==> src/tcio_params.svh <==
`ifndef TCIO_PARAMS_SVH
`define TCIO_PARAMS_SVH

// register byte offsets
`define TCIO_OFS_IOCTL_HIGH 8'h00
`define TCIO_OFS_IOCTL_LOW 8'h04
`define TCIO_OFS_GR_B 8'h08
`define TCIO_OFS_GR_D 8'h0C
`define TCIO_OFS_MODE 8'h10
`define TCIO_OFS_CH4_PRESCALE 8'h14
`define TCIO_OFS_STATUS 8'h18

// field positions
`define TCIO_IOCTL_MSB 7
`define TCIO_IOCTL_LSB 4
`define TCIO_MODE_BUFFER_BIT 0
`define TCIO_PRESCALE_MSB 2
`define TCIO_ST_MATCH_B 0
`define TCIO_ST_MATCH_D 1
`define TCIO_ST_CAPT_B 2
`define TCIO_ST_CAPT_D 3
`define TCIO_ST_PIN_LEVEL 8
`define TCIO_ST_PIN_IN 10

// reset values
`define TCIO_RST_IOCTL 4'h0
`define TCIO_RST_GR 16'hFFFF
`define TCIO_RST_BUFFER 1'b0
`define TCIO_RST_PRESCALE 3'h0

// prescale code for the undivided peripheral clock
`define TCIO_PRESCALE_UNDIV 3'h0

`endif

==> src/tcio_pkg.sv <==
package tcio_pkg;

  typedef enum logic [2:0] {
    TCIO_OC_OFF,
    TCIO_OC_LOW,
    TCIO_OC_HIGH,
    TCIO_OC_TOGGLE,
    TCIO_IC_RISE,
    TCIO_IC_FALL,
    TCIO_IC_BOTH,
    TCIO_IC_CH4
  } tcio_mode_t;

  function automatic tcio_mode_t tcio_decode(input logic [3:0] f);
    tcio_mode_t m;
    m = TCIO_OC_OFF;
    if (!f[3]) begin
      case (f[1:0])
        2'h1: m = TCIO_OC_LOW;
        2'h2: m = TCIO_OC_HIGH;
        2'h3: m = TCIO_OC_TOGGLE;
        default: m = TCIO_OC_OFF;
      endcase
    end else if (f[2]) begin
      m = TCIO_IC_CH4;
    end else if (f[1]) begin
      m = TCIO_IC_BOTH;
    end else if (f[0]) begin
      m = TCIO_IC_FALL;
    end else begin
      m = TCIO_IC_RISE;
    end
    return m;
  endfunction : tcio_decode

endpackage : tcio_pkg

==> src/tcio_pin_sync.sv <==
`timescale 1ns/100ps
`default_nettype none

module tcio_pin_sync (
  // clock and reset
  input wire logic clk,
  input wire logic rst_b,
  // pin side
  input wire logic pin_in,
  // filtered level and edges
  output logic level,
  output logic rise,
  output logic fall
);

  logic s1;
  logic s2;
  logic s3;
  logic agree;

  always_ff @(posedge clk or negedge rst_b) begin
    if (!rst_b) begin
      s1 <= 1'b0;
      s2 <= 1'b0;
      s3 <= 1'b0;
    end else begin
      s1 <= pin_in;
      s2 <= s1;
      s3 <= s2;
    end
  end

  // a change counts only once the second and third stages agree
  assign agree = (s2 == s3);

  always_ff @(posedge clk or negedge rst_b) begin
    if (!rst_b) begin
      level <= 1'b0;
      rise <= 1'b0;
      fall <= 1'b0;
    end else begin
      if (agree) begin
        level <= s3;
      end
      rise <= agree && s3 && !level;
      fall <= agree && !s3 && level;
    end
  end

endmodule : tcio_pin_sync

`default_nettype wire

==> src/tcio_top.sv <==
`timescale 1ns/100ps
`default_nettype none
`include "tcio_params.svh"

// Overview of operation
// [RQ1] output mode x0x01: pin driven low at each compare match, bit 6 sets start level
// [RQ2] output mode x0x10: pin driven high at each compare match, bit 6 sets start level
// [RQ3] output mode x0x11: pin toggles at each compare match, bit 6 sets start level
// [RQ4] code 1000: capture counter into general register on pin rising edge
// [RQ5] code 1001: capture counter into general register on pin falling edge
// [RQ6] code 101x: capture counter on both pin edges
// [RQ7] code 11xx: capture on each channel 4 count up or count down
// [RQ8] channel 4 on undivided clock: channel 4 triggered capture never happens
// [RQ9] register D in buffer mode: no capture and no compare for it
// [RQ10] codes 0000 and 0100: pin output off, compare still runs
// [RQ11] fields B and D decoded independently, each owns its register and pin
module tcio_top
  import tcio_pkg::*;
(
  // clock and reset
  input wire logic clk,
  input wire logic rst_b,
  // wishbone slave
  input wire logic wb_cyc_i,
  input wire logic wb_stb_i,
  input wire logic wb_we_i,
  input wire logic [7:0] wb_adr_i,
  input wire logic [3:0] wb_sel_i,
  input wire logic [31:0] wb_dat_i,
  output logic [31:0] wb_dat_o,
  output logic wb_ack_o,
  output logic wb_err_o,
  // timer counters, same clock
  input wire logic [15:0] ch3_counter,
  input wire logic ch4_count_up,
  input wire logic ch4_count_down,
  // channel pin b
  input wire logic ch3_pin_b_in,
  output logic ch3_pin_b_out,
  output logic ch3_pin_b_oe,
  // channel pin d
  input wire logic ch3_pin_d_in,
  output logic ch3_pin_d_out,
  output logic ch3_pin_d_oe
);

  // index 0 serves register B, index 1 register D
  localparam int NCH = 2;

  logic [3:0] ioctl [NCH];
  logic [3:0] ioctl_prev [NCH];
  logic [15:0] gr [NCH];
  logic regd_buffer_mode;
  logic [2:0] ch4_prescale_sel;
  logic [1:0] st_match;
  logic [1:0] st_capt;
  logic [1:0] pin_level;
  logic [1:0] pin_oe;
  logic [1:0] eq_prev;

  logic [1:0] in_level;
  logic [1:0] in_rise;
  logic [1:0] in_fall;

  tcio_mode_t mode [NCH];
  logic [1:0] active;
  logic [1:0] is_output;
  logic [1:0] match;
  logic [1:0] capture;
  logic ch4_trig;

  logic req;
  logic req_ok;
  logic hit;
  logic wr;
  logic [31:0] rd_data;

  // pin inputs from outside the clock domain
  tcio_pin_sync u_sync_b (
    .clk(clk),
    .rst_b(rst_b),
    .pin_in(ch3_pin_b_in),
    .level(in_level[0]),
    .rise(in_rise[0]),
    .fall(in_fall[0])
  );

  tcio_pin_sync u_sync_d (
    .clk(clk),
    .rst_b(rst_b),
    .pin_in(ch3_pin_d_in),
    .level(in_level[1]),
    .rise(in_rise[1]),
    .fall(in_fall[1])
  );

  // channel 4 trigger only counts when channel 4 runs on a divided clock
  assign ch4_trig = (ch4_count_up || ch4_count_down)
                    && (ch4_prescale_sel != `TCIO_PRESCALE_UNDIV); // [RQ7] [RQ8]

  always_comb begin
    for (int i = 0; i < NCH; i++) begin
      mode[i] = tcio_decode(ioctl[i]); // [RQ11]
      is_output[i] = !ioctl[i][3];
    end
  end

  // register D loses both functions while it serves as a buffer
  assign active[0] = 1'b1;
  assign active[1] = !regd_buffer_mode; // [RQ9]

  always_comb begin
    for (int i = 0; i < NCH; i++) begin
      match[i] = active[i] && is_output[i]
                 && (ch3_counter == gr[i]) && !eq_prev[i];
      case (mode[i])
        TCIO_IC_RISE: capture[i] = in_rise[i]; // [RQ4]
        TCIO_IC_FALL: capture[i] = in_fall[i]; // [RQ5]
        TCIO_IC_BOTH: capture[i] = in_rise[i] || in_fall[i]; // [RQ6]
        TCIO_IC_CH4: capture[i] = ch4_trig; // [RQ7]
        default: capture[i] = 1'b0;
      endcase
      capture[i] = capture[i] && active[i]; // [RQ9]
    end
  end

  // compare match is taken on the cycle the counter first equals the register
  always_ff @(posedge clk or negedge rst_b) begin
    if (!rst_b) begin
      eq_prev <= 2'h0;
    end else begin
      for (int i = 0; i < NCH; i++) begin
        eq_prev[i] <= (ch3_counter == gr[i]);
      end
    end
  end

  // ---- wishbone slave ----
  assign req = wb_cyc_i && wb_stb_i;
  assign hit = (wb_adr_i == `TCIO_OFS_IOCTL_HIGH) || (wb_adr_i == `TCIO_OFS_IOCTL_LOW)
               || (wb_adr_i == `TCIO_OFS_GR_B) || (wb_adr_i == `TCIO_OFS_GR_D)
               || (wb_adr_i == `TCIO_OFS_MODE) || (wb_adr_i == `TCIO_OFS_CH4_PRESCALE)
               || (wb_adr_i == `TCIO_OFS_STATUS);
  assign req_ok = req && !wb_ack_o && !wb_err_o;
  // writes land on the edge where the master sees ack
  assign wr = req && wb_we_i && wb_ack_o;

  always_comb begin
    rd_data = 32'h0;
    case (wb_adr_i)
      `TCIO_OFS_IOCTL_HIGH: rd_data[`TCIO_IOCTL_MSB:`TCIO_IOCTL_LSB] = ioctl[0];
      `TCIO_OFS_IOCTL_LOW: rd_data[`TCIO_IOCTL_MSB:`TCIO_IOCTL_LSB] = ioctl[1];
      `TCIO_OFS_GR_B: rd_data[15:0] = gr[0];
      `TCIO_OFS_GR_D: rd_data[15:0] = gr[1];
      `TCIO_OFS_MODE: rd_data[`TCIO_MODE_BUFFER_BIT] = regd_buffer_mode;
      `TCIO_OFS_CH4_PRESCALE: rd_data[`TCIO_PRESCALE_MSB:0] = ch4_prescale_sel;
      `TCIO_OFS_STATUS: begin
        rd_data[`TCIO_ST_MATCH_B] = st_match[0];
        rd_data[`TCIO_ST_MATCH_D] = st_match[1];
        rd_data[`TCIO_ST_CAPT_B] = st_capt[0];
        rd_data[`TCIO_ST_CAPT_D] = st_capt[1];
        rd_data[`TCIO_ST_PIN_LEVEL+1:`TCIO_ST_PIN_LEVEL] = pin_level;
        rd_data[`TCIO_ST_PIN_IN+1:`TCIO_ST_PIN_IN] = in_level;
      end
      default: rd_data = 32'h0;
    endcase
  end

  always_ff @(posedge clk or negedge rst_b) begin
    if (!rst_b) begin
      wb_ack_o <= 1'b0;
      wb_err_o <= 1'b0;
      wb_dat_o <= 32'h0;
    end else begin
      wb_ack_o <= req_ok && hit;
      wb_err_o <= req_ok && !hit;
      if (req_ok) begin
        wb_dat_o <= rd_data;
      end
    end
  end

  // ---- control registers ----
  always_ff @(posedge clk or negedge rst_b) begin
    if (!rst_b) begin
      ioctl[0] <= `TCIO_RST_IOCTL;
      ioctl[1] <= `TCIO_RST_IOCTL;
    end else if (wr && wb_sel_i[0]) begin
      if (wb_adr_i == `TCIO_OFS_IOCTL_HIGH) begin
        ioctl[0] <= wb_dat_i[`TCIO_IOCTL_MSB:`TCIO_IOCTL_LSB];
      end
      if (wb_adr_i == `TCIO_OFS_IOCTL_LOW) begin
        ioctl[1] <= wb_dat_i[`TCIO_IOCTL_MSB:`TCIO_IOCTL_LSB];
      end
    end
  end

  always_ff @(posedge clk or negedge rst_b) begin
    if (!rst_b) begin
      regd_buffer_mode <= `TCIO_RST_BUFFER;
      ch4_prescale_sel <= `TCIO_RST_PRESCALE;
    end else if (wr && wb_sel_i[0]) begin
      if (wb_adr_i == `TCIO_OFS_MODE) begin
        regd_buffer_mode <= wb_dat_i[`TCIO_MODE_BUFFER_BIT];
      end
      if (wb_adr_i == `TCIO_OFS_CH4_PRESCALE) begin
        ch4_prescale_sel <= wb_dat_i[`TCIO_PRESCALE_MSB:0];
      end
    end
  end

  // general registers: a capture wins over a bus write in the same cycle
  always_ff @(posedge clk or negedge rst_b) begin
    if (!rst_b) begin
      gr[0] <= `TCIO_RST_GR;
      gr[1] <= `TCIO_RST_GR;
    end else begin
      for (int i = 0; i < NCH; i++) begin
        if (capture[i]) begin
          gr[i] <= ch3_counter; // [RQ4] [RQ5] [RQ6] [RQ7]
        end else if (wr && (wb_adr_i == (i == 0 ? `TCIO_OFS_GR_B : `TCIO_OFS_GR_D))) begin
          if (wb_sel_i[0]) begin
            gr[i][7:0] <= wb_dat_i[7:0];
          end
          if (wb_sel_i[1]) begin
            gr[i][15:8] <= wb_dat_i[15:8];
          end
        end
      end
    end
  end

  // sticky status: a new event beats a write-one-to-clear in the same cycle
  always_ff @(posedge clk or negedge rst_b) begin
    if (!rst_b) begin
      st_match <= 2'h0;
      st_capt <= 2'h0;
    end else begin
      for (int i = 0; i < NCH; i++) begin
        if (match[i]) begin
          st_match[i] <= 1'b1;
        end else if (wr && wb_sel_i[0] && (wb_adr_i == `TCIO_OFS_STATUS)
                     && wb_dat_i[`TCIO_ST_MATCH_B + i]) begin
          st_match[i] <= 1'b0;
        end
        if (capture[i]) begin
          st_capt[i] <= 1'b1;
        end else if (wr && wb_sel_i[0] && (wb_adr_i == `TCIO_OFS_STATUS)
                     && wb_dat_i[`TCIO_ST_CAPT_B + i]) begin
          st_capt[i] <= 1'b0;
        end
      end
    end
  end

  // ---- pin output ----
  // a newly written output code loads the start level from bit 6
  always_ff @(posedge clk or negedge rst_b) begin
    if (!rst_b) begin
      ioctl_prev[0] <= `TCIO_RST_IOCTL;
      ioctl_prev[1] <= `TCIO_RST_IOCTL;
      pin_level <= 2'h0;
    end else begin
      for (int i = 0; i < NCH; i++) begin
        ioctl_prev[i] <= ioctl[i];
        if (ioctl[i] != ioctl_prev[i]) begin
          pin_level[i] <= ioctl[i][2]; // [RQ1] [RQ2] [RQ3]
        end else if (match[i]) begin
          case (mode[i])
            TCIO_OC_LOW: pin_level[i] <= 1'b0; // [RQ1]
            TCIO_OC_HIGH: pin_level[i] <= 1'b1; // [RQ2]
            TCIO_OC_TOGGLE: pin_level[i] <= !pin_level[i]; // [RQ3]
            default: pin_level[i] <= pin_level[i];
          endcase
        end
      end
    end
  end

  // output driven only in an active output mode other than off
  always_ff @(posedge clk or negedge rst_b) begin
    if (!rst_b) begin
      pin_oe <= 2'h0;
    end else begin
      for (int i = 0; i < NCH; i++) begin
        pin_oe[i] <= active[i] && is_output[i] && (mode[i] != TCIO_OC_OFF); // [RQ10] [RQ9]
      end
    end
  end

  // pin ports are copies of flip-flops so each output stays registered
  always_ff @(posedge clk or negedge rst_b) begin
    if (!rst_b) begin
      ch3_pin_b_out <= 1'b0;
      ch3_pin_b_oe <= 1'b0;
      ch3_pin_d_out <= 1'b0;
      ch3_pin_d_oe <= 1'b0;
    end else begin
      ch3_pin_b_out <= pin_level[0]; // [RQ11]
      ch3_pin_b_oe <= pin_oe[0];
      ch3_pin_d_out <= pin_level[1]; // [RQ11]
      ch3_pin_d_oe <= pin_oe[1];
    end
  end

endmodule : tcio_top

`default_nettype wire

==> config.mk <==
export PLATFORM = sky130hd
export DESIGN_NAME = tcio_top
export DESIGN_NICKNAME = d
export VERILOG_FILES = /design/src/tcio_pkg.sv /design/src/tcio_pin_sync.sv /design/src/tcio_top.sv
export VERILOG_INCLUDE_DIRS = /design/src
export SDC_FILE = /design/constraint.sdc
export NUM_CORES = 1
export LEC_CHECK = 0
export ABC_AREA = 1
export BUFFER_PORTS_ARGS = -buffer_cell sky130_fd_sc_hd__buf_4
export CORE_MARGIN = 1.5
export CORE_UTILIZATION = 40
export CTS_CLUSTER_DIAMETER = 200
export CTS_CLUSTER_SIZE = 40
export DETAILED_ROUTE_END_ITERATION = 8
export PLACE_DENSITY = 0.64
export SETUP_SLACK_MARGIN = 0.4
export SLEW_MARGIN = 20
export SYNTH_ARGS = -nofsm -noshare
export SYNTH_HDL_FRONTEND = slang
export SYNTH_SLANG_ARGS = --single-unit
==> constraint.sdc <==
create_clock -name clk -period 1.4 [get_ports clk]
set_input_delay 0.28 -clock clk [delete_from_list [all_inputs] [get_ports clk]]
set_output_delay 0.28 -clock clk [all_outputs]
set_load 0.1 [all_outputs]
==> impl_metrics.sql, run 1 <==
INSERT INTO impl_metrics (metric_group, metric, value, unit) VALUES
('logic_synthesis', 'yosysTopAreaCell', 'sky130_fd_sc_hd__dfrtp_1', ''),
('clock_network', 'clock_insertion_delay_at_the_later_pin_of_the_skew_report', '350', 'ps'),
('grt', 'gr-total-overflow', '0', ''),
('timing', 'timing.max_slew.rel_slack', '45.2', '%'),
('power', 'power_density', '734', 'nW/um2'),
('logic_synthesis', 'yosys_warnings', '0', ''),
('run', 'cap_violations', '0', ''),
('clock_network', 'tritoncts.num_buffers', '9', ''),
('finish', 'final_layout_size_suffix_gt1_share', '51.8', '%'),
('floorplan', 'placement_rows', '42', ''),
('floorplan', 'design.core.area', '13100', 'um2'),
('min_path', 'timing.hold.worst.class', 'input port to flop', ''),
('min_path', 'worstHoldPathCells', '1', ''),
('setup_path', 'r2r_end', 'gr[0]$_DFFE_PN1P_', ''),
('drt', 'final_antenna_net_count', '0', ''),
('clock_network', 'root_buffer', 'sky130_fd_sc_hd__clkbuf_16', ''),
('setup_path', 'timing.critical_path.to_type', 'flop', ''),
('logic_synthesis', 'synth-edff-count', '0', ''),
('floorplan', 'floorplan.die.height', '119', 'um'),
('status', 'status', 'complete, but fails checks', ''),
('timing', 'timing_limited_maximum_frequency', '646', 'MHz'),
('timing', 'fin_skew', '7.54', 'ps'),
('grt', 'grt_first_pass_wirelength', '27.8', 'mm'),
('grt', 'grt_start_max_net_pins', '33', ''),
('finish', 'layout.nets', '971', ''),
('logic_synthesis', 'synth.cell_area', '5360', 'um2'),
('clock_network', 'clk_path_buf_depth', '2', ''),
('setup_path', 'regToRegSetupSlack', '-150', 'ps'),
('logic_synthesis', 'synth_async_sr_flop_share', '100', '%'),
('setup_path', 'setup.worst_path.start_class', 'flop', ''),
('clock_network', 'clock_transition_at_path_regs', '70', 'ps'),
('drt', 'vias', '5626', ''),
('min_path', 'min-delay-start', 'ch3_pin_b_in', ''),
('logic_synthesis', 'synth-seq-cells', '96', ''),
('power', 'power.static_leakage', '4.12', 'nW'),
('logic_synthesis', 'ys_top_cells_by_area', 'sky130_fd_sc_hd__dfrtp_1 (30%), sky130_fd_sc_hd__dfstp_2 (16%), sky130_fd_sc_hd__nand2_1 (13%), sky130_fd_sc_hd__nand3_1 (7.7%), sky130_fd_sc_hd__inv_1 (5.5%)', ''),
('placed_design', 'detailedPlacementHpwl', '11.7', 'mm'),
('status', 'violations', 'setup timing', ''),
('logic_synthesis', 'most_common_flop_cell_mapped_by_yosys', 'sky130_fd_sc_hd__dfrtp_1', ''),
('timing', 'final-hold-violation-count', '0', ''),
('setup_path', 'worst-path-max-fanout', '5', ''),
('drt', 'routedWlPerCell', '17.4', 'um'),
('floorplan', 'fp.dieW', '119', 'um'),
('finish', 'antenna_cells_inserted', '0', ''),
('clock_network', 'cts_num_sinks', '96', ''),
('drt', 'detailedRoute.firstIterationViolations', '435', ''),
('logic_synthesis', 'ys_types', '42', ''),
('drt', 'wl', '18.7', 'mm'),
('setup_path', 'slowest_cell_delay_on_critical_path', '390', 'ps'),
('setup_path', 'worst_r2r_path_depth', '9', ''),
('drt', 'detailedRoute.firstPassIterationCount', '5', ''),
('logic_synthesis', 'syn_inst', '685', ''),
('setup_path', 'path_cells', 'inv_2 -> nand2_2 -> o22ai_4 -> nand2_2 -> nand3_4 -> buf_6 -> clkbuf_16 -> nand3_2 -> o211ai_1', ''),
('placed_design', 'setup_slack_at_placement', '-358', 'ps'),
('floorplan', 'dieArea', '14100', 'um2'),
('min_path', 'worst_hold_path_ep', 'u_sync_b.s1$_DFF_PN0_', ''),
('setup_path', 'top_cell_by_count_worst_path', 'sky130_fd_sc_hd__nand2_2', ''),
('floorplan', 'start_util', '40.8', '%'),
('clock_network', 'cts_tree', 'yes', ''),
('timing', 'grt_setup_unrepaired', 'yes', ''),
('setup_path', 'path_class', 'flop to flop', ''),
('setup_path', 'crit_path_top_delay_cell', 'sky130_fd_sc_hd__dfrtp_1', ''),
('timing', 'postLayoutSetupSlackWorst', '-149', 'ps'),
('placed_design', 'dpl.cell_count', '1019', ''),
('setup_path', 'reg2reg_from', 'ch4_prescale_sel[1]$_DFFE_PN0P_', ''),
('timing', 'final-setup-viol-count', '41', ''),
('logic_synthesis', 'synth_top_area_share', '29.9', '%'),
('logic_synthesis', 'post_synth_most_frequent_cells', 'sky130_fd_sc_hd__nand2_1 (187), sky130_fd_sc_hd__nand3_1 (83), sky130_fd_sc_hd__inv_1 (79)', ''),
('timing', 'final.period_utilization', '111', '%'),
('drt', 'route.detailed.drc', '0', ''),
('grt', 'antenna_violations_before_repair', '0', '');
[cells by family after synthesis]
kind of cell | count (synthesis) | synth area share (%)
and+or+nand+nor | 367 | 31.5
buffers and inverters | 122 | 10.9
DFF | 96 | 45.6
AOI/OAI and AO/OA | 85 | 9.31
xor gates and xnor gates | 10 | 1.63
adders and majority gates | 4 | 0.934
other | 1 | 0.0700
[state kept, by name, summed over array words and instances, names as in the netlist, 2 cells and up]
name and count:
st_capt 2, ioctl 8, wb_dat_o 16, ioctl_prev 8
pin_level 2, st_match 2, gr 32, ch4_prescale_sel 3
eq_prev 2, pin_oe 2
[worst max-delay path: cells and delay by family (launching register included)]
family,cells,cell delay [ps]
buffers and inverters,3,360
DFF,1,390
and+or+nand+nor,4,420
AOI/OAI and AO/OA,2,270
[per-layer routing]
| layer | track usage, % | wire [um] |
|---|---|---|
| met5 | 0 | 0 |
| met3 | 4.63 | 1080 |
| met4 | 10.2 | 517 |
| met2 | 42.0 | 9560 |
| met1 | 32.3 | 7570 |
[how the worst max path moves through the flow]
stage | cells past startpoint | startpoint | end | slack [ps]
after floorplan | 5 | wb_ack_o$_DFF_PN0_ | ioctl[1]$_DFFE_PN0P_ | -140
final | 9 | ch4_prescale_sel[1]$_DFFE_PN0P_ | gr[0]$_DFFE_PN1P_ | -150
after global placement | 10 | wb_adr_i[1] | gr[31]$_DFFE_PN1P_ | -270
after global routing | 9 | gr[2]$_DFFE_PN1P_ | pin_level[1]$_DFFE_PN0P_ | -210
after detailed placement | 10 | wb_adr_i[1] | gr[31]$_DFFE_PN1P_ | -360
after CTS | 9 | gr[16]$_DFFE_PN1P_ | pin_level[0]$_DFFE_PN0P_ | -90
[placed cells by master, fill, tap and decap left out, drive strengths merged, types with 10 or more instances in the layout]
cell,count
nand4,26
inv,82
nand3,84
a21oi,17
nor2,48
clkbuf,13
conb,16
nand2,198
xor2,10
buf,220
dfstp,32
o211ai,16
dfrtp,64
o21ai,42
[report_power, final]
| group | total [mW] | internal, mW | switching [mW] |
|---|---|---|---|
| clock | 2.33 | 1.21 | 1.12 |
| combinational | 1.17 | 0.397 | 0.776 |
| sequential | 2.89 | 2.83 | 0.0558 |
| total | 6.39 | 4.44 | 1.95 |
[layout make-up]
| type | instances | area (um2) |
|---|---|---|
| Multi-Input combinational cell | 482 | 3100 |
| Sequential cell | 96 | 2470 |
| Inverter | 85 | 332 |
| Clock buffer | 10 | 229 |
| Fill cell | 1021 | 4430 |
| Clock inverter | 6 | 46.3 |
| Timing Repair Buffer | 224 | 2310 |
| Tap cell | 176 | 220 |
[repair_timing]
action	CTS	global route
endpoints found under the hold margin	1	0
setup endpoints to repair	93	95
gates resized for setup	186	105
pin swaps	47	64
buffers inserted	23	11
cloned	5	4
hold buffers	1	0
[metrics by stage]
stage | TNS, ps | total power [mW] | cell area, um2
detailed placement | -13170 | 3.84 | 6950
finish | -3030 | 6.39 | 8710
global placement | -10720 | 3.83 | 6950
CTS | -798 | 6.32 | 8160
floorplan | -3790 | 3.49 | 5550
global route | -5450 | 6.60 | 8710
Power figures use the tool's default switching activity.
==> run 2: changes to the inputs <==
--- a/config.mk
+++ b/config.mk
@@ -6,16 +6,17 @@
 export SDC_FILE = /design/constraint.sdc
 export NUM_CORES = 1
 export LEC_CHECK = 0
-export ABC_AREA = 1
+export ABC_AREA = 0
 export BUFFER_PORTS_ARGS = -buffer_cell sky130_fd_sc_hd__buf_4
 export CORE_MARGIN = 1.5
 export CORE_UTILIZATION = 40
 export CTS_CLUSTER_DIAMETER = 200
 export CTS_CLUSTER_SIZE = 40
 export DETAILED_ROUTE_END_ITERATION = 8
-export PLACE_DENSITY = 0.64
+export PLACE_DENSITY = 0.65
 export SETUP_SLACK_MARGIN = 0.4
 export SLEW_MARGIN = 20
 export SYNTH_ARGS = -nofsm -noshare
 export SYNTH_HDL_FRONTEND = slang
+export SYNTH_HIERARCHICAL = 1
 export SYNTH_SLANG_ARGS = --single-unit
==> run 2 against run 1 <==
  * The flow finishes with violations (hold timing, setup timing)
  * Die area fell by 10%
  * Critical path type is now input port to flop
  * Clock power is 7% higher
  * Hold slack got worse by 180 ps
  * Count of clock-buffer cells in the layout is the same
  * Total power fell by 2.2%
  * Largest cell class unchanged
  * Worst setup slack worse by 210 ps
==> impl_metrics.sql, run 2 <==
INSERT INTO impl_metrics (metric_group, metric, value, unit) VALUES
('status', 'status', 'complete, but fails checks', ''),
('status', 'violations', 'hold timing, setup timing', ''),
('timing', 'grt_setup_unrepaired', 'yes', ''),
('grt', 'gr-total-overflow', '0', ''),
('setup_path', 'worst_r2r_path_depth', '6', ''),
('setup_path', 'path_class', 'input port to flop', ''),
('clock_network', 'clock_transition_at_path_regs', '70', 'ps'),
('grt', 'busiest_layer', 'met2', ''),
('setup_path', 'path_cells', 'buf_6 -> or4_4 -> buf_12 -> nor4b_4 -> and3_4 -> mux2_4', ''),
('logic_synthesis', 'synth-seq-cells', '96', ''),
('drt', 'wl', '13.9', 'mm'),
('setup_path', 'worst-path-max-fanout', '5', ''),
('placed_design', 'routabilityCongestion', '0.871', ''),
('grt', 'met1_usage', '28.7', '%'),
('setup_path', 'worst-endpoint-arrival', '1990', 'ps'),
('finish', 'antenna_cells_inserted', '0', ''),
('logic_synthesis', 'yosysTopAreaCell', 'sky130_fd_sc_hd__dfrtp_1', ''),
('timing', 'postLayoutSetupSlackWorst', '-358', 'ps'),
('logic_synthesis', 'synth_async_sr_flop_share', '100', '%'),
('setup_path', 'setup.worst_path.start_class', 'input port', ''),
('clock_network', 'cts_num_sinks', '96', ''),
('grt', 'grt_start_max_net_pins', '38', ''),
('logic_synthesis', 'ys_types', '47', ''),
('setup_path', 'slowest_cell_delay_on_critical_path', '580', 'ps'),
('grt', 'antenna_violations_before_repair', '0', ''),
('drt', 'detailedRoute.firstIterationViolations', '224', ''),
('floorplan', 'dieArea', '12700', 'um2'),
('placed_design', 'detailedPlacementHpwl', '9.63', 'mm'),
('setup_path', 'crit_path_top_delay_cell', 'sky130_fd_sc_hd__or4_4', ''),
('drt', 'routedWlPerCell', '18.3', 'um'),
('timing', 'timing.setup.tns', '-15300', 'ps'),
('timing', 'final-setup-viol-count', '67', ''),
('finish', 'max_flop_register', 'gr', ''),
('logic_synthesis', 'cell_with_the_most_instances_after_synthesis', 'sky130_fd_sc_hd__dfrtp_1', ''),
('setup_path', 'regToRegSetupSlack', '-280', 'ps'),
('setup_path', 'timing.critical_path.to_type', 'flop', ''),
('logic_synthesis', 'ys_top_cells_by_area', 'sky130_fd_sc_hd__dfrtp_1 (33%), sky130_fd_sc_hd__dfstp_2 (18%), sky130_fd_sc_hd__mux2i_1 (6.7%), sky130_fd_sc_hd__xnor2_1 (5.8%), sky130_fd_sc_hd__a21oi_1 (3.9%)', ''),
('timing', 'timing_limited_maximum_frequency', '569', 'MHz'),
('drt', 'drt-vias-per-instance', '5.23', ''),
('drt', 'vias', '3980', ''),
('logic_synthesis', 'avgSynthCellArea', '11.1', 'um2'),
('floorplan', 'placement_rows', '39', ''),
('timing', 'holdWs', '-148', 'ps'),
('logic_synthesis', 'ys_seq_area_share', '50.8', '%'),
('drt', 'detailedRoute.firstPassIterationCount', '4', ''),
('drt', 'route.detailed.drc', '0', ''),
('setup_path', 'critPathBufInv', '2', ''),
('setup_path', 'worst_ep_required_time', '1630', 'ps'),
('finish', 'largest_reg_flops', '32', ''),
('logic_synthesis', 'synth.cell_area', '4800', 'um2'),
('logic_synthesis', 'synth-edff-count', '0', ''),
('timing', 'final.period_utilization', '126', '%'),
('timing', 'fin_skew', '10.4', 'ps'),
('logic_synthesis', 'syn_inst', '433', ''),
('clock_network', 'clock_insertion_delay_at_the_later_pin_of_the_skew_report', '350', 'ps'),
('clock_network', 'tritoncts.num_buffers', '9', ''),
('drt', 'final_antenna_net_count', '0', ''),
('grt', 'grt.met2_usage', '37.5', '%'),
('setup_path', 'crit_family', 'simple AND/OR/NAND/NOR gates', ''),
('timing', 'final-hold-violation-count', '25', ''),
('run', 'cap_violations', '0', ''),
('placed_design', 'port_buffers', '72', ''),
('power', 'power_density', '832', 'nW/um2'),
('power', 'fin_total_pwr', '6.25', 'mW'),
('logic_synthesis', 'post_synth_most_frequent_cells', 'sky130_fd_sc_hd__dfrtp_1 (64), sky130_fd_sc_hd__nor2_1 (40), sky130_fd_sc_hd__a21oi_1 (37)', ''),
('timing', 'drv_slew', '0', ''),
('setup_path', 'reg2reg_from', 'gr[13]$_DFFE_PN1P_', ''),
('floorplan', 'fp.dieW', '113', 'um'),
('grt', 'grtUsageMet3', '2.38', '%'),
('logic_synthesis', 'most_common_flop_cell_mapped_by_yosys', 'sky130_fd_sc_hd__dfrtp_1', ''),
('floorplan', 'floorplan.die.height', '113', 'um'),
('logic_synthesis', 'yosys_warnings', '6', ''),
('power', 'power.static_leakage', '3.45', 'nW'),
('clock_network', 'clk_path_buf_depth', '2', ''),
('floorplan', 'start_util', '41.5', '%'),
('clock_network', 'cts_tree', 'yes', ''),
('min_path', 'timing.hold.worst.class', 'input port to async pin', ''),
('power', 'max-vdd-ir-drop', '0.617', 'mV'),
('timing', 'layout_min_cycle_time', '1760', 'ps'),
('finish', 'final_common_cell', 'sky130_fd_sc_hd__buf_4', ''),
('grt', 'grtUsageTotal', '21.7', '%'),
('clock_network', 'root_buffer', 'sky130_fd_sc_hd__clkbuf_16', ''),
('setup_path', 'r2r_end', 'pin_level[1]$_DFFE_PN0P_', ''),
('logic_synthesis', 'synth_top_area_share', '33.3', '%'),
('finish', 'area_delta_synth_final', '56.4', '%'),
('floorplan', 'design.core.area', '11600', 'um2'),
('clock_network', 'cts-htree-levels', '3', ''),
('finish', 'layout_top_registers', 'gr x32, wb_dat_o x16', ''),
('grt', 'grt_first_pass_wirelength', '21.2', 'mm'),
('floorplan', 'floorplan.io_pins', '107', ''),
('finish', 'final_cell_mix', 'sky130_fd_sc_hd__buf_4 (130), sky130_fd_sc_hd__dfrtp_1 (42), sky130_fd_sc_hd__dfstp_2 (32), sky130_fd_sc_hd__buf_12 (32), sky130_fd_sc_hd__mux2i_1 (31)', ''),
('grt', 'grt_pass1_vias', '4016', ''),
('finish', 'final_layout_size_suffix_gt1_share', '56.5', '%'),
('finish', 'layout.nets', '686', '');
## run 2: changes by cell type in the layout (fill, tap and decap cells not counted), moves of 15 or more
cell,before,now
sky130_fd_sc_hd__a21oi_1,7,26
sky130_fd_sc_hd__o211ai_1,16,0
sky130_fd_sc_hd__xnor2_1,0,26
sky130_fd_sc_hd__nand3_1,47,3
sky130_fd_sc_hd__nand2_1,143,25
sky130_fd_sc_hd__nand3_2,33,4
sky130_fd_sc_hd__nand2_2,37,2
sky130_fd_sc_hd__nand4_1,25,10
sky130_fd_sc_hd__buf_4,162,130
sky130_fd_sc_hd__inv_2,16,1
sky130_fd_sc_hd__inv_1,65,8
sky130_fd_sc_hd__mux2i_1,0,31
## run 2: how the worst max path moves through the flow
stage | from | endpoint | cells after the start
after global placement | wb_adr_i[7] | ch4_prescale_sel[0]$_DFFE_PN0P_ | 6
after floorplan | wb_adr_i[7] | ioctl[4]$_DFFE_PN0P_ | 5
after detailed placement | wb_adr_i[7] | ch4_prescale_sel[0]$_DFFE_PN0P_ | 6
after CTS | wb_adr_i[7] | ch4_prescale_sel[0]$_DFFE_PN0P_ | 6
final | wb_adr_i[7] | ch4_prescale_sel[0]$_DFFE_PN0P_ | 6
after global routing | wb_adr_i[7] | regd_buffer_mode$_DFFE_PN0P_ | 6
## run 2: timing repair
action,4_1_cts,5_1_grt
gates cloned,2,2
resized for setup,139,36
hold endpoints to repair,25,25
buffers inserted,14,7
endpoints found under the setup margin,94,94
pin swaps,34,22
## run 2: power breakdown
group	switching (mW)	leakage, nW	internal, mW
sequential	0.0448	1.14	2.85
clock	1.11	0.139	1.39
combinational	0.517	2.17	0.337
total	1.67	3.45	4.58
## run 2: metrics by stage
stage	worst slack [ps]	utilization (%)	area [um2]	cells
finish	-358	65.0	7520	761
floorplan	-541	-	4970	448
global placement	-684	54.1	6250	720
detailed placement	-721	54.1	6250	720
CTS	-314	62.8	7260	752
global route	-415	65.0	7520	761
## run 2: layout make-up
cell class / instances / area (um2)
clock buffers: 10 / 229
fillers: 868 / 4050
well taps: 143 / 179
flip-flops and latches: 96 / 2470
clock inverters: 6 / 67.6
repair buffers: 186 / 1940
inverters: 10 / 40.0
multi-input cells: 310 / 2590
## run 2: per-layer routing
| layer | vias up | part of all wire, % |
|---|---|---|
| li1 | 1856 | - |
| met2 | 114 | 51 |
| met1 | 1994 | 44 |
| met5 | - | 0 |
| met3 | 16 | 3.6 |
| met4 | 0 | 1.4 |
## run 2: cell families after synthesis
group / share of synthesized area [%]
and+or+nand+nor: 13.3
DFF: 50.8
AOI/OAI and AO/OA: 10.1
muxes: 12.7
buffers and inverters: 4.69
xor gates and xnor gates: 7.29
adders and majority gates: 1.04
other: 0.0781
==> run 3: changes to the inputs <==
--- a/config.mk
+++ b/config.mk
@@ -14,6 +14,7 @@
 export CTS_CLUSTER_SIZE = 40
 export DETAILED_ROUTE_END_ITERATION = 8
 export PLACE_DENSITY = 0.65
+export REMOVE_ABC_BUFFERS = 1
 export SETUP_SLACK_MARGIN = 0.4
 export SLEW_MARGIN = 20
 export SYNTH_ARGS = -nofsm -noshare
==> run 3 against run 2 <==
  * The flow finishes with violations (setup timing)
  * Critical path depth is 2 higher
  * Sequential power hardly changed
  * Combinational power is 3.2% higher
  * Sequential cell count stayed put
  * Cell count is 2.1% higher
  * Clock power is 14% higher
  * Routed wire length is 5.3% higher
==> impl_metrics.sql, run 3 (synthesis results as in run 2) <==
INSERT INTO impl_metrics (metric_group, metric, value, unit) VALUES
('run', 'cap_violations', '0', ''),
('clock_network', 'clock_insertion_delay_at_the_later_pin_of_the_skew_report', '340', 'ps'),
('timing', 'fin_skew', '8.02', 'ps'),
('drt', 'drt-vias-per-instance', '5.31', ''),
('finish', 'antenna_cells_inserted', '0', ''),
('grt', 'antenna_violations_before_repair', '0', ''),
('drt', 'detailedRoute.firstIterationViolations', '190', ''),
('timing', 'postLayoutSetupSlackWorst', '-370', 'ps'),
('floorplan', 'floorplan.die.height', '113', 'um'),
('drt', 'final_antenna_net_count', '0', ''),
('placed_design', 'detailedPlacementHpwl', '9.52', 'mm'),
('setup_path', 'path_cells', 'buf_6 -> or4_4 -> buf_6 -> nor4b_4 -> and2_4 -> buf_6 -> mux2i_1 -> a21oi_1', ''),
('finish', 'layout.cells.non_filler', '777', ''),
('floorplan', 'dieArea', '12700', 'um2'),
('grt', 'grtUsageTotal', '22.6', '%'),
('setup_path', 'critPathBufInv', '3', ''),
('setup_path', 'timing.critical_path.to', 'gr[1]$_DFFE_PN1P_', ''),
('placed_design', 'routabilityCongestion', '0.856', ''),
('drt', 'vias', '4127', ''),
('timing', 'final-setup-viol-count', '64', ''),
('timing', 'layout_min_cycle_time', '1770', 'ps'),
('placed_design', 'setup_slack_at_placement', '-823', 'ps'),
('finish', 'fillCellCount', '828', ''),
('power', 'max-vdd-ir-drop', '0.970', 'mV'),
('finish', 'final_core_utilization', '66.7', '%'),
('finish', 'final_area', '7710', 'um2'),
('setup_path', 'crit_cells', '8', ''),
('setup_path', 'reg2reg_from', 'gr[2]$_DFFE_PN1P_', ''),
('floorplan', 'fp.dieW', '113', 'um'),
('clock_network', 'clk_path_buf_depth', '2', ''),
('floorplan', 'floorplan.io_pins', '107', ''),
('setup_path', 'r2r_end', 'pin_level[1]$_DFFE_PN0P_', ''),
('setup_path', 'crit_path_top_delay_cell', 'sky130_fd_sc_hd__or4_4', ''),
('timing', 'timing_limited_maximum_frequency', '565', 'MHz'),
('clock_network', 'cts_num_sinks', '96', ''),
('status', 'status', 'complete, but fails checks', ''),
('finish', 'final_common_cell', 'sky130_fd_sc_hd__buf_4', ''),
('finish', 'largest_reg_flops', '32', ''),
('timing', 'final-hold-violation-count', '0', ''),
('finish', 'regArea', '2440', 'um2'),
('setup_path', 'timing.critical_path.from', 'wb_adr_i[0]', ''),
('finish', 'area_delta_synth_final', '60.6', '%'),
('clock_network', 'clock_transition_at_path_regs', '70', 'ps'),
('grt', 'grt_first_pass_wirelength', '22.0', 'mm'),
('timing', 'grt_setup_unrepaired', 'yes', ''),
('min_path', 'worstHoldPathCells', '1', ''),
('setup_path', 'slowest_cell_delay_on_critical_path', '540', 'ps'),
('power', 'power.static_leakage', '3.62', 'nW'),
('setup_path', 'path_class', 'input port to flop', ''),
('setup_path', 'crit_family', 'simple AND/OR/NAND/NOR gates', ''),
('clock_network', 'cts-htree-levels', '3', ''),
('grt', 'grt_start_max_net_pins', '32', ''),
('placed_design', 'dpl.cell_count', '727', ''),
('finish', 'layout_top_registers', 'gr x32, wb_dat_o x16', ''),
('setup_path', 'top_cell_by_count_worst_path', 'sky130_fd_sc_hd__buf_6', ''),
('setup_path', 'worst_r2r_path_depth', '6', ''),
('setup_path', 'worst_ep_required_time', '1670', 'ps'),
('drt', 'wl', '14.6', 'mm'),
('drt', 'detailedRoute.firstPassIterationCount', '4', ''),
('setup_path', 'regToRegSetupSlack', '-330', 'ps'),
('floorplan', 'design.core.area', '11600', 'um2'),
('grt', 'gr-total-overflow', '0', ''),
('finish', 'max_flop_register', 'gr', ''),
('finish', 'final_cell_mix', 'sky130_fd_sc_hd__buf_4 (145), sky130_fd_sc_hd__dfrtp_1 (64), sky130_fd_sc_hd__buf_12 (33), sky130_fd_sc_hd__dfstp_2 (32), sky130_fd_sc_hd__mux2i_1 (29)', ''),
('finish', 'multi_input_area', '2640', 'um2'),
('setup_path', 'setup.worst_path.start_class', 'input port', ''),
('status', 'violations', 'setup timing', ''),
('timing', 'drv_slew', '0', ''),
('setup_path', 'worst-path-max-fanout', '6', ''),
('setup_path', 'timing.critical_path.to_type', 'flop', ''),
('timing', 'final.period_utilization', '126', '%'),
('placed_design', 'port_buffers', '72', ''),
('setup_path', 'worst-endpoint-arrival', '2040', 'ps'),
('finish', 'layout.nets', '702', ''),
('grt', 'grt_pass1_vias', '4142', ''),
('placed_design', 'dpl-instance-area', '6190', 'um2'),
('clock_network', 'cts_tree', 'yes', ''),
('floorplan', 'placement_rows', '39', ''),
('power', 'power_density', '859', 'nW/um2'),
('clock_network', 'tritoncts.num_buffers', '9', ''),
('floorplan', 'start_util', '41.5', '%'),
('min_path', 'timing.hold.worst.class', 'input port to flop', ''),
('drt', 'routedWlPerCell', '18.9', 'um'),
('clock_network', 'root_buffer', 'sky130_fd_sc_hd__clkbuf_16', ''),
('timing', 'holdWs', '37.2', 'ps'),
('finish', 'final_layout_size_suffix_gt1_share', '57.7', '%'),
('drt', 'route.detailed.drc', '0', '');
-- run 3: timing repair --
item	in CTS	in global routing
endpoints found under the setup margin	94	133
cloned	1	3
gates resized for setup	133	85
hold endpoints to repair	22	0
hold buffers	1	0
buffers inserted	18	11
pin swaps	40	27
-- run 3: worst min-delay path by stage --
stage	start	to	slack (ps)
detailed placement	rst_b	ch3_pin_d_oe$_DFF_PN0_	210
global route	ch3_pin_d_in	u_sync_d/s1$_DFF_PN0_	30
floorplan	rst_b	ch3_pin_b_oe$_DFF_PN0_	-20
CTS	ch3_pin_b_in	u_sync_b/s1$_DFF_PN0_	40
global placement	rst_b	ch3_pin_d_oe$_DFF_PN0_	210
finish	ch3_pin_b_in	u_sync_b/s1$_DFF_PN0_	40
-- run 3: final cells by class --
cell class | instances | area share, %
flip-flops and latches | 96 | 31.7
well taps | 143 | 2.32
inverters | 10 | 0.649
clock inverters | 6 | 1.38
clock buffers | 10 | 3.10
repair buffers | 202 | 26.7
multi-input cells | 310 | 34.2
-- run 3: per-stage QoR --
step	setup TNS (ps)	power [mW]
final	-17260	6.62
after global routing	-19520	6.83
after CTS	-17900	6.62
after detailed placement	-45880	3.69
after global placement	-44300	3.68
after floorplan	-57230	3.30
-- run 3: metal layers --
| metal | track usage [%] | share of wire [%] | vias to the layer above |
|---|---|---|---|
| met5 | 0 | 0 | - |
| met4 | 4.56 | 1.5 | 0 |
| met3 | 5.45 | 6.1 | 26 |
| met2 | 38.6 | 52 | 163 |
| met1 | 29.3 | 40 | 2044 |
| li1 | - | - | 1894 |
-- run 3: where the power goes --
group	leakage (nW)	switching [mW]	internal, mW
Combinational	2.28	0.529	0.353
Sequential	1.18	0.0466	2.85
Clock	0.166	1.06	1.79
